$ cat config.mk
export PLATFORM = sky130hd
export DESIGN_NAME = acp_aux_control
export DESIGN_NICKNAME = d
export VERILOG_FILES = /design/src/acp_pkg.sv /design/src/acp_aux_control.sv /design/src/acp_ptr_pair.sv
export SDC_FILE = /design/constraint.sdc
export NUM_CORES = 1
export LEC_CHECK = 0
export BUFFER_PORTS_ARGS = -buffer_cell sky130_fd_sc_hd__clkbuf_2
export CAP_MARGIN = 20
export CORE_ASPECT_RATIO = 0.75
export CORE_UTILIZATION = 45
export CTS_BUF_LIST = sky130_fd_sc_hd__clkbuf_8
export DETAILED_ROUTE_END_ITERATION = 10
export HOLD_SLACK_MARGIN = 0.05
export PLACE_DENSITY = 0.74
export SYNTH_ARGS = -nofsm -noshare
export SYNTH_HDL_FRONTEND = slang
export SYNTH_SLANG_ARGS = --single-unit
$ cat constraint.sdc
create_clock -name sys_clk -period 6.1 [get_ports sys_clk]
set_input_delay 1.83 -clock sys_clk [delete_from_list [all_inputs] [get_ports sys_clk]]
set_output_delay 1.83 -clock sys_clk [all_outputs]
set_load 0.02 [all_outputs]
$ cat src/acp_pkg.sv
// Package of constants and carrier types for the auxiliary control block
package acp_pkg;

  // Register indices; byte address is four times the index
  localparam logic [11:0] AUX_IDX = 12'h00A2;
  localparam logic [11:0] PLO_IDX = 12'h0040;
  localparam logic [11:0] PHI_IDX = 12'h0041;
  localparam logic [11:0] AUX_ADDR = {AUX_IDX[9:0], 2'b00};
  localparam logic [11:0] PLO_ADDR = {PLO_IDX[9:0], 2'b00};
  localparam logic [11:0] PHI_ADDR = {PHI_IDX[9:0], 2'b00};

  // Field positions of aux_control
  localparam int KEYPAD_BIT = 7;
  localparam int BOFF_BIT = 6;
  localparam int BIRQ_BIT = 5;
  localparam int LPNVM_BIT = 4;
  localparam int SOFTRST_BIT = 3;
  localparam int ZERO_BIT = 2;
  localparam int RSV_BIT = 1;
  localparam int SEL_BIT = 0;

  // Reset values
  localparam logic [7:0] AUX_RESET = 8'h00;
  localparam logic [15:0] PTR_RESET = 16'h0000;
  localparam logic [15:0] RESTART_VECTOR = 16'h0000;
  localparam logic [31:0] RDATA_RESET = 32'h0000_0000;

  // Pointer-based operations issued by the core
  typedef enum logic [2:0] {
    OP_PTR_INC = 3'h0,
    OP_PTR_LOAD = 3'h1,
    OP_IND_JUMP = 3'h2,
    OP_CODE_READ = 3'h3,
    OP_DATA_READ = 3'h4,
    OP_DATA_WRITE = 3'h5,
    OP_AUX_INC = 3'h6
  } acp_op_e;

  typedef struct packed {
    logic valid;
    acp_op_e code;
    logic [15:0] imm;
    logic [7:0] acc;
  } acp_op_s;

  typedef struct packed {
    logic psel;
    logic penable;
    logic pwrite;
    logic [11:0] paddr;
    logic [31:0] pwdata;
  } acp_apb_req_s;

  // Stored bits of aux_control; bits 2 and 1 are not stored
  typedef struct packed {
    logic keypadFlag;
    logic brownoutOff;
    logic brownoutIrqMode;
    logic lowPowerNvm;
    logic softResetBit;
    logic pointerSelect;
  } acp_aux_s;

  typedef struct packed {
    logic clear;
    logic inc;
    logic load;
    logic [15:0] loadVal;
    logic wrLow;
    logic wrHigh;
    logic [7:0] byteVal;
  } acp_ptr_cmd_s;

  typedef struct packed {
    logic [15:0] value;
  } acp_ptr_s;

  typedef struct packed {
    acp_aux_s aux;
    logic [31:0] prdata;
    logic pslverr;
    logic [15:0] memAddr;
    logic [7:0] memWdata;
    logic memRead;
    logic memWrite;
    logic memIsData;
    logic readPending;
    logic [7:0] accOut;
    logic accValid;
    logic [15:0] jumpTarget;
    logic jumpValid;
  } acp_state_s;

  localparam acp_state_s STATE_RESET = '{
    aux: AUX_RESET[5:0],
    prdata: RDATA_RESET,
    pslverr: 1'b0,
    memAddr: PTR_RESET,
    memWdata: AUX_RESET,
    memRead: 1'b0,
    memWrite: 1'b0,
    memIsData: 1'b0,
    readPending: 1'b0,
    accOut: AUX_RESET,
    accValid: 1'b0,
    jumpTarget: PTR_RESET,
    jumpValid: 1'b0
  };

endpackage

$ cat src/acp_aux_control.sv
// Auxiliary control register with soft reset and dual data pointer steering
`timescale 1ns/10ps
`default_nettype none
module acp_aux_control (
  input wire logic sys_clk,
  input wire logic rst_n,
  input wire acp_pkg::acp_apb_req_s apbReq,
  output logic pready,
  output logic [31:0] prdata,
  output logic pslverr,
  input wire acp_pkg::acp_op_s coreOp,
  output logic opReady,
  output logic [15:0] memAddr,
  output logic memRead,
  output logic memWrite,
  output logic memIsData,
  output logic [7:0] memWdata,
  input wire logic [7:0] memRdata,
  output logic [7:0] accOut,
  output logic accValid,
  output logic [15:0] jumpTarget,
  output logic jumpValid,
  input wire logic keypadSet,
  output logic softResetReq,
  output logic [15:0] restartAddr,
  output logic brownoutDetectOff,
  output logic brownoutIrqMode,
  output logic lowPowerNvm,
  output logic activePointerSel
);

  acp_pkg::acp_state_s state_ff;
  acp_pkg::acp_state_s nxt_state;
  acp_pkg::acp_ptr_cmd_s ptrCmd [2];
  logic [15:0] ptrValue [2];
  logic [15:0] selPtr;
  logic [7:0] auxRead;
  logic busSetup;
  logic busWrite;
  logic wrAux;
  logic wrLow;
  logic wrHigh;
  logic opFire;
  logic resetNow;
  logic [15:0] accPlusPtr;

  // Two pointer pairs; only the selected one sees inc, load and byte writes, both see clear
  for (genvar gi = 0; gi < 2; gi++)
  begin : g_pair
    acp_ptr_pair u_pair (
      .sys_clk(sys_clk),
      .rst_n(rst_n),
      .ptrCmd(ptrCmd[gi]),
      .ptrValue(ptrValue[gi])
    );
  end

  // Bus phase decode; writes land on the access edge, pready is always high
  assign busSetup = apbReq.psel & ~apbReq.penable;
  assign busWrite = apbReq.psel & apbReq.penable & apbReq.pwrite;
  assign wrAux = busWrite & (apbReq.paddr == acp_pkg::AUX_ADDR);
  assign wrLow = busWrite & (apbReq.paddr == acp_pkg::PLO_ADDR);
  assign wrHigh = busWrite & (apbReq.paddr == acp_pkg::PHI_ADDR);
  assign resetNow = state_ff.aux.softResetBit;

  // Selected pair seen by everything else
  assign selPtr = state_ff.aux.pointerSelect ? ptrValue[1] : ptrValue[0];
  assign accPlusPtr = selPtr + {8'h00, coreOp.acc};

  // Readback: bits 2 and 1 are never stored so they read zero
  assign auxRead = {state_ff.aux.keypadFlag, state_ff.aux.brownoutOff,
                    state_ff.aux.brownoutIrqMode, state_ff.aux.lowPowerNvm,
                    state_ff.aux.softResetBit, 1'b0, 1'b0,
                    state_ff.aux.pointerSelect};

  // Core ops stall while a bus write or a soft reset is under way
  assign opReady = ~resetNow & ~busWrite;
  assign opFire = coreOp.valid & opReady;

  // Per-pair commands, all but clear gated by the select
  always_comb
  begin
    for (int i = 0; i < 2; i++)
    begin
      ptrCmd[i].clear = resetNow;
      ptrCmd[i].inc = 1'b0;
      ptrCmd[i].load = 1'b0;
      ptrCmd[i].loadVal = coreOp.imm;
      ptrCmd[i].wrLow = 1'b0;
      ptrCmd[i].wrHigh = 1'b0;
      ptrCmd[i].byteVal = apbReq.pwdata[7:0];
      if (state_ff.aux.pointerSelect == i[0] && !resetNow)
      begin
        ptrCmd[i].inc = opFire & (coreOp.code == acp_pkg::OP_PTR_INC);
        ptrCmd[i].load = opFire & (coreOp.code == acp_pkg::OP_PTR_LOAD);
        ptrCmd[i].wrLow = wrLow;
        ptrCmd[i].wrHigh = wrHigh;
      end
    end
  end

  // Next-state logic for register, bus answer and core side
  always_comb
  begin
    nxt_state = state_ff;
    nxt_state.memRead = 1'b0;
    nxt_state.memWrite = 1'b0;
    nxt_state.accValid = 1'b0;
    nxt_state.jumpValid = 1'b0;
    nxt_state.readPending = 1'b0;

    // Read data and error are registered in setup so prdata comes from a flop
    if (busSetup)
    begin
      nxt_state.pslverr = 1'b0;
      nxt_state.prdata = acp_pkg::RDATA_RESET;
      unique case (apbReq.paddr)
        acp_pkg::AUX_ADDR: nxt_state.prdata = {24'h00_0000, auxRead};
        acp_pkg::PLO_ADDR: nxt_state.prdata = {24'h00_0000, selPtr[7:0]};
        acp_pkg::PHI_ADDR: nxt_state.prdata = {24'h00_0000, selPtr[15:8]};
        default: nxt_state.pslverr = 1'b1;
      endcase
    end

    // Software writes; bits 2 and 1 simply have no home
    if (wrAux)
    begin
      nxt_state.aux.keypadFlag = apbReq.pwdata[acp_pkg::KEYPAD_BIT];
      nxt_state.aux.brownoutOff = apbReq.pwdata[acp_pkg::BOFF_BIT];
      nxt_state.aux.brownoutIrqMode = apbReq.pwdata[acp_pkg::BIRQ_BIT];
      nxt_state.aux.lowPowerNvm = apbReq.pwdata[acp_pkg::LPNVM_BIT];
      nxt_state.aux.softResetBit = apbReq.pwdata[acp_pkg::SOFTRST_BIT];
      nxt_state.aux.pointerSelect = apbReq.pwdata[acp_pkg::SEL_BIT];
    end

    // Register increment: only the select in bit 0 toggles; the carry into bit 1 is dropped
    if (opFire && coreOp.code == acp_pkg::OP_AUX_INC)
    begin
      nxt_state.aux.pointerSelect = ~state_ff.aux.pointerSelect;
    end

    // Indirect jump target
    if (opFire && coreOp.code == acp_pkg::OP_IND_JUMP)
    begin
      nxt_state.jumpTarget = accPlusPtr;
      nxt_state.jumpValid = 1'b1;
    end

    // Code byte fetch at accumulator plus pointer
    if (opFire && coreOp.code == acp_pkg::OP_CODE_READ)
    begin
      nxt_state.memAddr = accPlusPtr;
      nxt_state.memIsData = 1'b0;
      nxt_state.memRead = 1'b1;
      nxt_state.readPending = 1'b1;
    end

    // Data-space moves reach configuration bytes through the pointer
    if (opFire && coreOp.code == acp_pkg::OP_DATA_READ)
    begin
      nxt_state.memAddr = selPtr;
      nxt_state.memIsData = 1'b1;
      nxt_state.memRead = 1'b1;
      nxt_state.readPending = 1'b1;
    end
    if (opFire && coreOp.code == acp_pkg::OP_DATA_WRITE)
    begin
      nxt_state.memAddr = selPtr;
      nxt_state.memIsData = 1'b1;
      nxt_state.memWdata = coreOp.acc;
      nxt_state.memWrite = 1'b1;
    end

    // Memory answers in the strobe cycle; byte goes to accumulator
    if (state_ff.readPending)
    begin
      nxt_state.accOut = memRdata;
      nxt_state.accValid = 1'b1;
    end

    // Keypad event beats a software clear in the same cycle
    if (keypadSet)
    begin
      nxt_state.aux.keypadFlag = 1'b1;
    end

    // Soft reset: one cycle after the write, all state returns to reset
    // values, including the soft-reset bit itself
    if (resetNow)
    begin
      nxt_state = acp_pkg::STATE_RESET;
    end
  end

  // State register
  always_ff @(posedge sys_clk or negedge rst_n)
  begin
    if (!rst_n)
    begin
      state_ff <= acp_pkg::STATE_RESET;
    end
    else
    begin
      state_ff <= nxt_state;
    end
  end

  // Outputs; the soft-reset bit itself is the one-cycle reset request
  assign pready = 1'b1;
  assign prdata = state_ff.prdata;
  assign pslverr = state_ff.pslverr;
  assign memAddr = state_ff.memAddr;
  assign memRead = state_ff.memRead;
  assign memWrite = state_ff.memWrite;
  assign memIsData = state_ff.memIsData;
  assign memWdata = state_ff.memWdata;
  assign accOut = state_ff.accOut;
  assign accValid = state_ff.accValid;
  assign jumpTarget = state_ff.jumpTarget;
  assign jumpValid = state_ff.jumpValid;
  assign softResetReq = state_ff.aux.softResetBit;
  assign restartAddr = acp_pkg::RESTART_VECTOR;
  assign brownoutDetectOff = state_ff.aux.brownoutOff;
  assign brownoutIrqMode = state_ff.aux.brownoutIrqMode;
  assign lowPowerNvm = state_ff.aux.lowPowerNvm;
  assign activePointerSel = state_ff.aux.pointerSelect;

endmodule
`default_nettype wire

$ cat src/acp_ptr_pair.sv
// One 16-bit data pointer pair with increment, load and byte writes
`timescale 1ns/10ps
`default_nettype none
module acp_ptr_pair (
  input wire logic sys_clk,
  input wire logic rst_n,
  input wire acp_pkg::acp_ptr_cmd_s ptrCmd,
  output logic [15:0] ptrValue
);

  acp_pkg::acp_ptr_s state_ff;
  acp_pkg::acp_ptr_s nxt_state;

  // Commands other than clear arrive gated by the select; idle pair holds its value unless cleared
  always_comb
  begin
    nxt_state = state_ff;
    if (ptrCmd.clear)
    begin
      nxt_state.value = acp_pkg::PTR_RESET;
    end
    else if (ptrCmd.load)
    begin
      nxt_state.value = ptrCmd.loadVal;
    end
    else if (ptrCmd.inc)
    begin
      nxt_state.value = state_ff.value + 16'h0001;
    end
    else
    begin
      if (ptrCmd.wrLow)
      begin
        nxt_state.value[7:0] = ptrCmd.byteVal;
      end
      if (ptrCmd.wrHigh)
      begin
        nxt_state.value[15:8] = ptrCmd.byteVal;
      end
    end
  end

  // State register
  always_ff @(posedge sys_clk or negedge rst_n)
  begin
    if (!rst_n)
    begin
      state_ff <= '{value: acp_pkg::PTR_RESET};
    end
    else
    begin
      state_ff <= nxt_state;
    end
  end

  assign ptrValue = state_ff.value;

endmodule
`default_nettype wire
Word-level counts from Yosys, hierarchy flattened
Index checks and enable logic that the tools add are counted.

storage, ports and cells
  register bits after elaboration = 125
  output and inout port bits = 109
  logic and storage cells = 102

operators by class
  add/subtract/negate cells = 3
  equal/unequal tests = 9
  muxes and demuxes = 32
  bitwise operators = 14
  reduce and logical (&&, ||, !) cells = 22

operators with widths
  kind                   count
  $mux 16                9
  $mux 93                1
  $mux 33                1
  $add 16x1->16 const B  2
  $mux 8                 4
  $eq 12x9->1 const B    2
  $mux 24                1
  $pmux 8 s3             1
  $reduce_bool 4->1      5
  $mux 17                1
  $add 16x8->16          1
  $mux 2                 7
  $eq 12x10->1 const B   1
  $and 1x1->1            10
  $reduce_bool 2->1      5
  $eq 3x3->1 const B     3
  $mux 9                 1
  $logic_and 1x1->1      7
  $eq 3x2->1 const B     2
  $mux 6                 1
  $reduce_bool 3->1      2
  $mux 1                 5
  $not 1->1              4
  $eq 3x1->1 const B     1
  other kinds (3)        3

Depth between registers and ports, before layout
  depth after elaboration = 10
  gate-level depth with buffers = 13
  mapped depth without buffers = 9

Cells and area by module
From an unflattened synthesis, not the netlist that was laid out.

second synthesis, totals
  cells, all modules = 798
  area, all modules = 6718.9 µm²

by module, submodules not included
  module           times used  cells an instance  area each (µm²)  sequential area each (µm²)
  acp_aux_control  1           470                4204.0           1701.6
  acp_ptr_pair     2           164                1257.5           400.4

Least setup slack after synthesis
No wires, ideal clock.

  path kind = input to output
  start = input port apbReq[44] (netlist bit)
  end = output port opReady
  arrival = 2608 ps
  required time = 4270 ps
  slack = 1662 ps
  stages = 4
  cell sequence = and3_1 clkbuf_1 buf_2 nor2_1

between the ends
  cells in the longest elaborated chain, start to end = 3

RTL lines
  item         RTL line               RTL
  from (decl)  acp_aux_control.sv:7   input wire acp_pkg::acp_apb_req_s apbReq,
  $and 1x1->1  acp_aux_control.sv:60  assign busWrite = apbReq.psel & apbReq.penable & apbReq.pwrite;
  $not 1->1    acp_aux_control.sv:77  assign opReady = ~resetNow & ~busWrite;
  $and 1x1->1  acp_aux_control.sv:77
  to (decl)    acp_aux_control.sv:12  output logic opReady,

No other way between the ends.

Worst setup path after layout
  start = input port apbReq[45] (netlist bit)
  end = output port opReady

between the ends
  cells in the longest elaborated chain, start to end = 4

RTL lines
  item                       RTL line
  $and 1x1->1 (2 in series)  acp_aux_control.sv:60
  $not 1->1                  acp_aux_control.sv:77
  $and 1x1->1                acp_aux_control.sv:77

No other way between the ends.

==> flow_metrics.py <==
metrics = {
    "final_layout": {
        "synthToLayoutAreaGrowth_pct": 12.9,
        "layout-drive-gt1-share_pct": 21.4,
        "nets": 928,
        "multi_input_area_sq_um": 3590,
        "fillers": 1330,
        "n_antenna_cell": 0,
        "regArea_sq_um": 2500,
        "layout_commonest_cell": "clkbuf_2",
        "final_cells": 1011,
        "mostFrequentLayoutCells": "clkbuf_2, dfrtp_1, nand3_1",
        "stdcell_area_sq_um": 7300,
    },
    "placement": {
        "place_area_sq_um": 7080,
        "place_ws_ns": 1.47,
        "gp_congestion": 0.937,
        "dpl.cell_count": 994,
        "portBuffers": 129,
        "hpwl_um": 14500,
    },
    "hold_path": {
        "hold_depth": 2,
        "holdCritPathClass": "flop to flop",
        "min_from": "prdata[2]$_DFFE_PN0P_",
        "whs_endpoint": "prdata[2]$_DFFE_PN0P_",
    },
    "grt": {
        "antenna_found_initial": 0,
        "grt.total_usage_pct": 27.4,
        "globalRoute.totalOverflow": 0,
        "grt_pass1_wl_um": 31200,
        "grt_max_degree": 56,
        "grt_pass1_vias": 5420,
    },
    "power": {
        "p_clk_share_pct": 18.3,
        "internal_power_mw": 1.47,
        "combPwrFrac_pct": 41.4,
        "seq_power_share_pct": 40.4,
        "powerDensity_nw_per_um2": 359,
        "ir_worst_vdd_v": 0.000151,
        "p_sw_share_pct": 44.0,
        "power.leakage_nw": 3.34,
        "p_sw_mw": 1.15,
    },
    "cts": {
        "post-cts-setup-buffers": 0,
        "numCtsBuffers": 9,
        "clk_pin_slew_ns": 0.11,
        "cts_max_path_buffers": 2,
        "worstSkewPairLatency_ns": 0.39,
        "post_cts_resized": 0,
        "cts.hold.buffers_added": 0,
        "root_buffer": "clkbuf_8",
        "cts_tree": "built",
        "htree_levels": 3,
        "cts.sinks": 100,
    },
    "critical_path": {
        "start_kind": "input port",
        "end_kind": "output pin",
        "worstReg2RegEnd": "memAddr[15]$_DFFE_PN0P_",
        "crit_chain": "clkbuf_2 -> and3_1 -> nor2_1 -> clkbuf_2",
        "reg2reg_from": "activePointerSel$_DFFE_PN0P_",
        "critPathKind": "input port to output pin",
        "crit_arrival_ns": 2.83,
        "worst-path-buf-inv": 2,
        "crit_top_cell": "clkbuf_2",
        "max_stage_delay_ns": 0.63,
        "crit_family": "simple AND/OR/NAND/NOR gates",
        "r2r_slack_ns": 2.54,
        "worstPathMaxFanout": 14,
        "required_ns": 4.27,
        "reg2regPathDepth": 8,
        "cp_slowest_cell": "and3_1",
    },
    "route": {
        "ant_nets": 0,
        "wl_per_cell_um": 19.6,
        "drc": 0,
        "drtIter0Drc": 682,
        "dr.pass1.iters": 5,
        "vias": 6149,
        "viasPerCell": 6.08,
        "routed_wl_um": 19800,
    },
    "flow_run": {
        "drv_cap": 0,
    },
    "floorplanning": {
        "die_h_um": 106,
        "die_x_um": 140,
        "rows": 37,
        "dieArea_sq_um": 14900,
        "core-area_sq_um": 13900,
        "initial_utilization_pct": 46.6,
        "io_pins": 195,
    },
    "timing": {
        "period_minus_slack_ns": 4.66,
        "setup_viol": 0,
        "hold_ws_ns": 0.510,
        "finClkSkew_ns": 0.0220,
        "fmax_ghz": 0.215,
        "hold_viol": 0,
        "tightestPinTransition_ns": 1.07,
        "fin_crit_sh_pct": 76.4,
        "fin_tns_setup_ns": 0,
        "setup_ws_ns": 1.44,
        "final_max_slew_viol_count": 0,
        "slew_headroom_pct": 27.8,
        "rsz0062_at_grt": "no",
    },
    "synthesis": {
        "netlist_area_sq_um": 6470,
        "synth_ff_type": "dfrtp_1",
        "async_flop_share_pct": 100,
        "netlist_instances": 730,
        "ys_seq_area_share_pct": 38.7,
        "ys_ff_latch": 100,
        "ys_warn_count": 0,
        "yosysUniqueCellTypes": 66,
        "syn_area_per_cell_sq_um": 8.86,
        "synth_edf_count": 0,
    },
    "outcome": {
        "status": "finished clean",
    },
}
[layout make-up]
type / count / area share, %
flip-flops and latches: 100 / 34.3
clock inverters: 6 / 1.06
inverters: 15 / 0.771
clock buffers: 10 / 1.88
well taps: 175 / 3.00
multi-input cells: 566 / 49.2
repair buffers: 139 / 9.87
[worst register-to-register path, stage by stage (launching register included)]
cell     delay, ns
dfrtp_1       0.46
buf_4         0.42
mux2_2        0.45
ha_1          0.45
nand3_1       0.15
nor3_1        0.55
o21ai_0       0.39
o31a_1        0.37
o31ai_1       0.21
[state kept, by name, indices dropped and copies added (netlist names), 8 cells and up]
register,flops
memAddr,16
jumpTarget,16
memWdata,8
accOut,8
g_pair.u_pair.ptrValue,32
prdata,8
[metrics by stage]
step / utilization (%) / power (mW)
2_1_floorplan: - / 1.78
5_1_grt: 52.6 / 2.78
6_report: 52.6 / 2.62
4_1_cts: 52.6 / 2.61
3_3_place_gp: 51.0 / 2.11
3_5_place_dp: 51.0 / 2.13
[per-layer routing]
layer | up-vias | global-route usage [%] | wire length, um
met2 | 345 | 37.4 | 8210
met3 | 36 | 8.95 | 2270
met5 | - | 0 | 0
met4 | 0 | 6.75 | 310
li1 | 2831 | - | -
met1 | 2937 | 41.1 | 9040
[cells by family after synthesis]
logic type | share of synthesized area (%)
flip-flops | 38.7
adder cells (fa/ha/maj) | 2.24
multiplexers | 4.80
buffers and inverters | 8.51
AO/OA/AOI/OAI | 20.7
AND/OR/NAND/NOR | 21.6
XOR/XNOR | 3.38
other | 0.116
[cells in the mapped netlist, types with 13 or more instances]
cell,count,area (sq um)
nor4_1,16,100
o21ai_0,42,210
o31ai_1,15,113
xnor2_1,19,166
nand3_1,72,360
nor3_1,16,80.1
buf_4,41,308
inv_1,14,52.6
nor2_1,44,165
a22oi_1,15,113
mux2i_1,22,220
clkbuf_1,29,109
a21oi_1,18,90.1
a221o_1,13,130
dfrtp_1,100,2500
nand2_1,62,233
a211oi_1,16,120
[worst max-delay path by stage]
stage                     from       to  slack [ns]  depth (start not counted)
floorplan           apbReq[44]  opReady        1.66                          4
global placement    apbReq[45]  opReady        1.48                          4
detailed placement  apbReq[45]  opReady        1.47                          4
CTS                 apbReq[45]  opReady        1.46                          4
global route        apbReq[45]  opReady        1.37                          4
finish              apbReq[45]  opReady        1.44                          4
[power groups by stage]
stage               clock network (mW)  registers (mW)  logic (mW)
CTS                              0.485            1.05        1.07
global placement                     0            1.06        1.05
finish                           0.479            1.06        1.08
global route                     0.514            1.08        1.19
detailed placement                   0            1.06        1.07
floorplan                            0            1.12       0.653
Power figures use the tool's default switching activity.
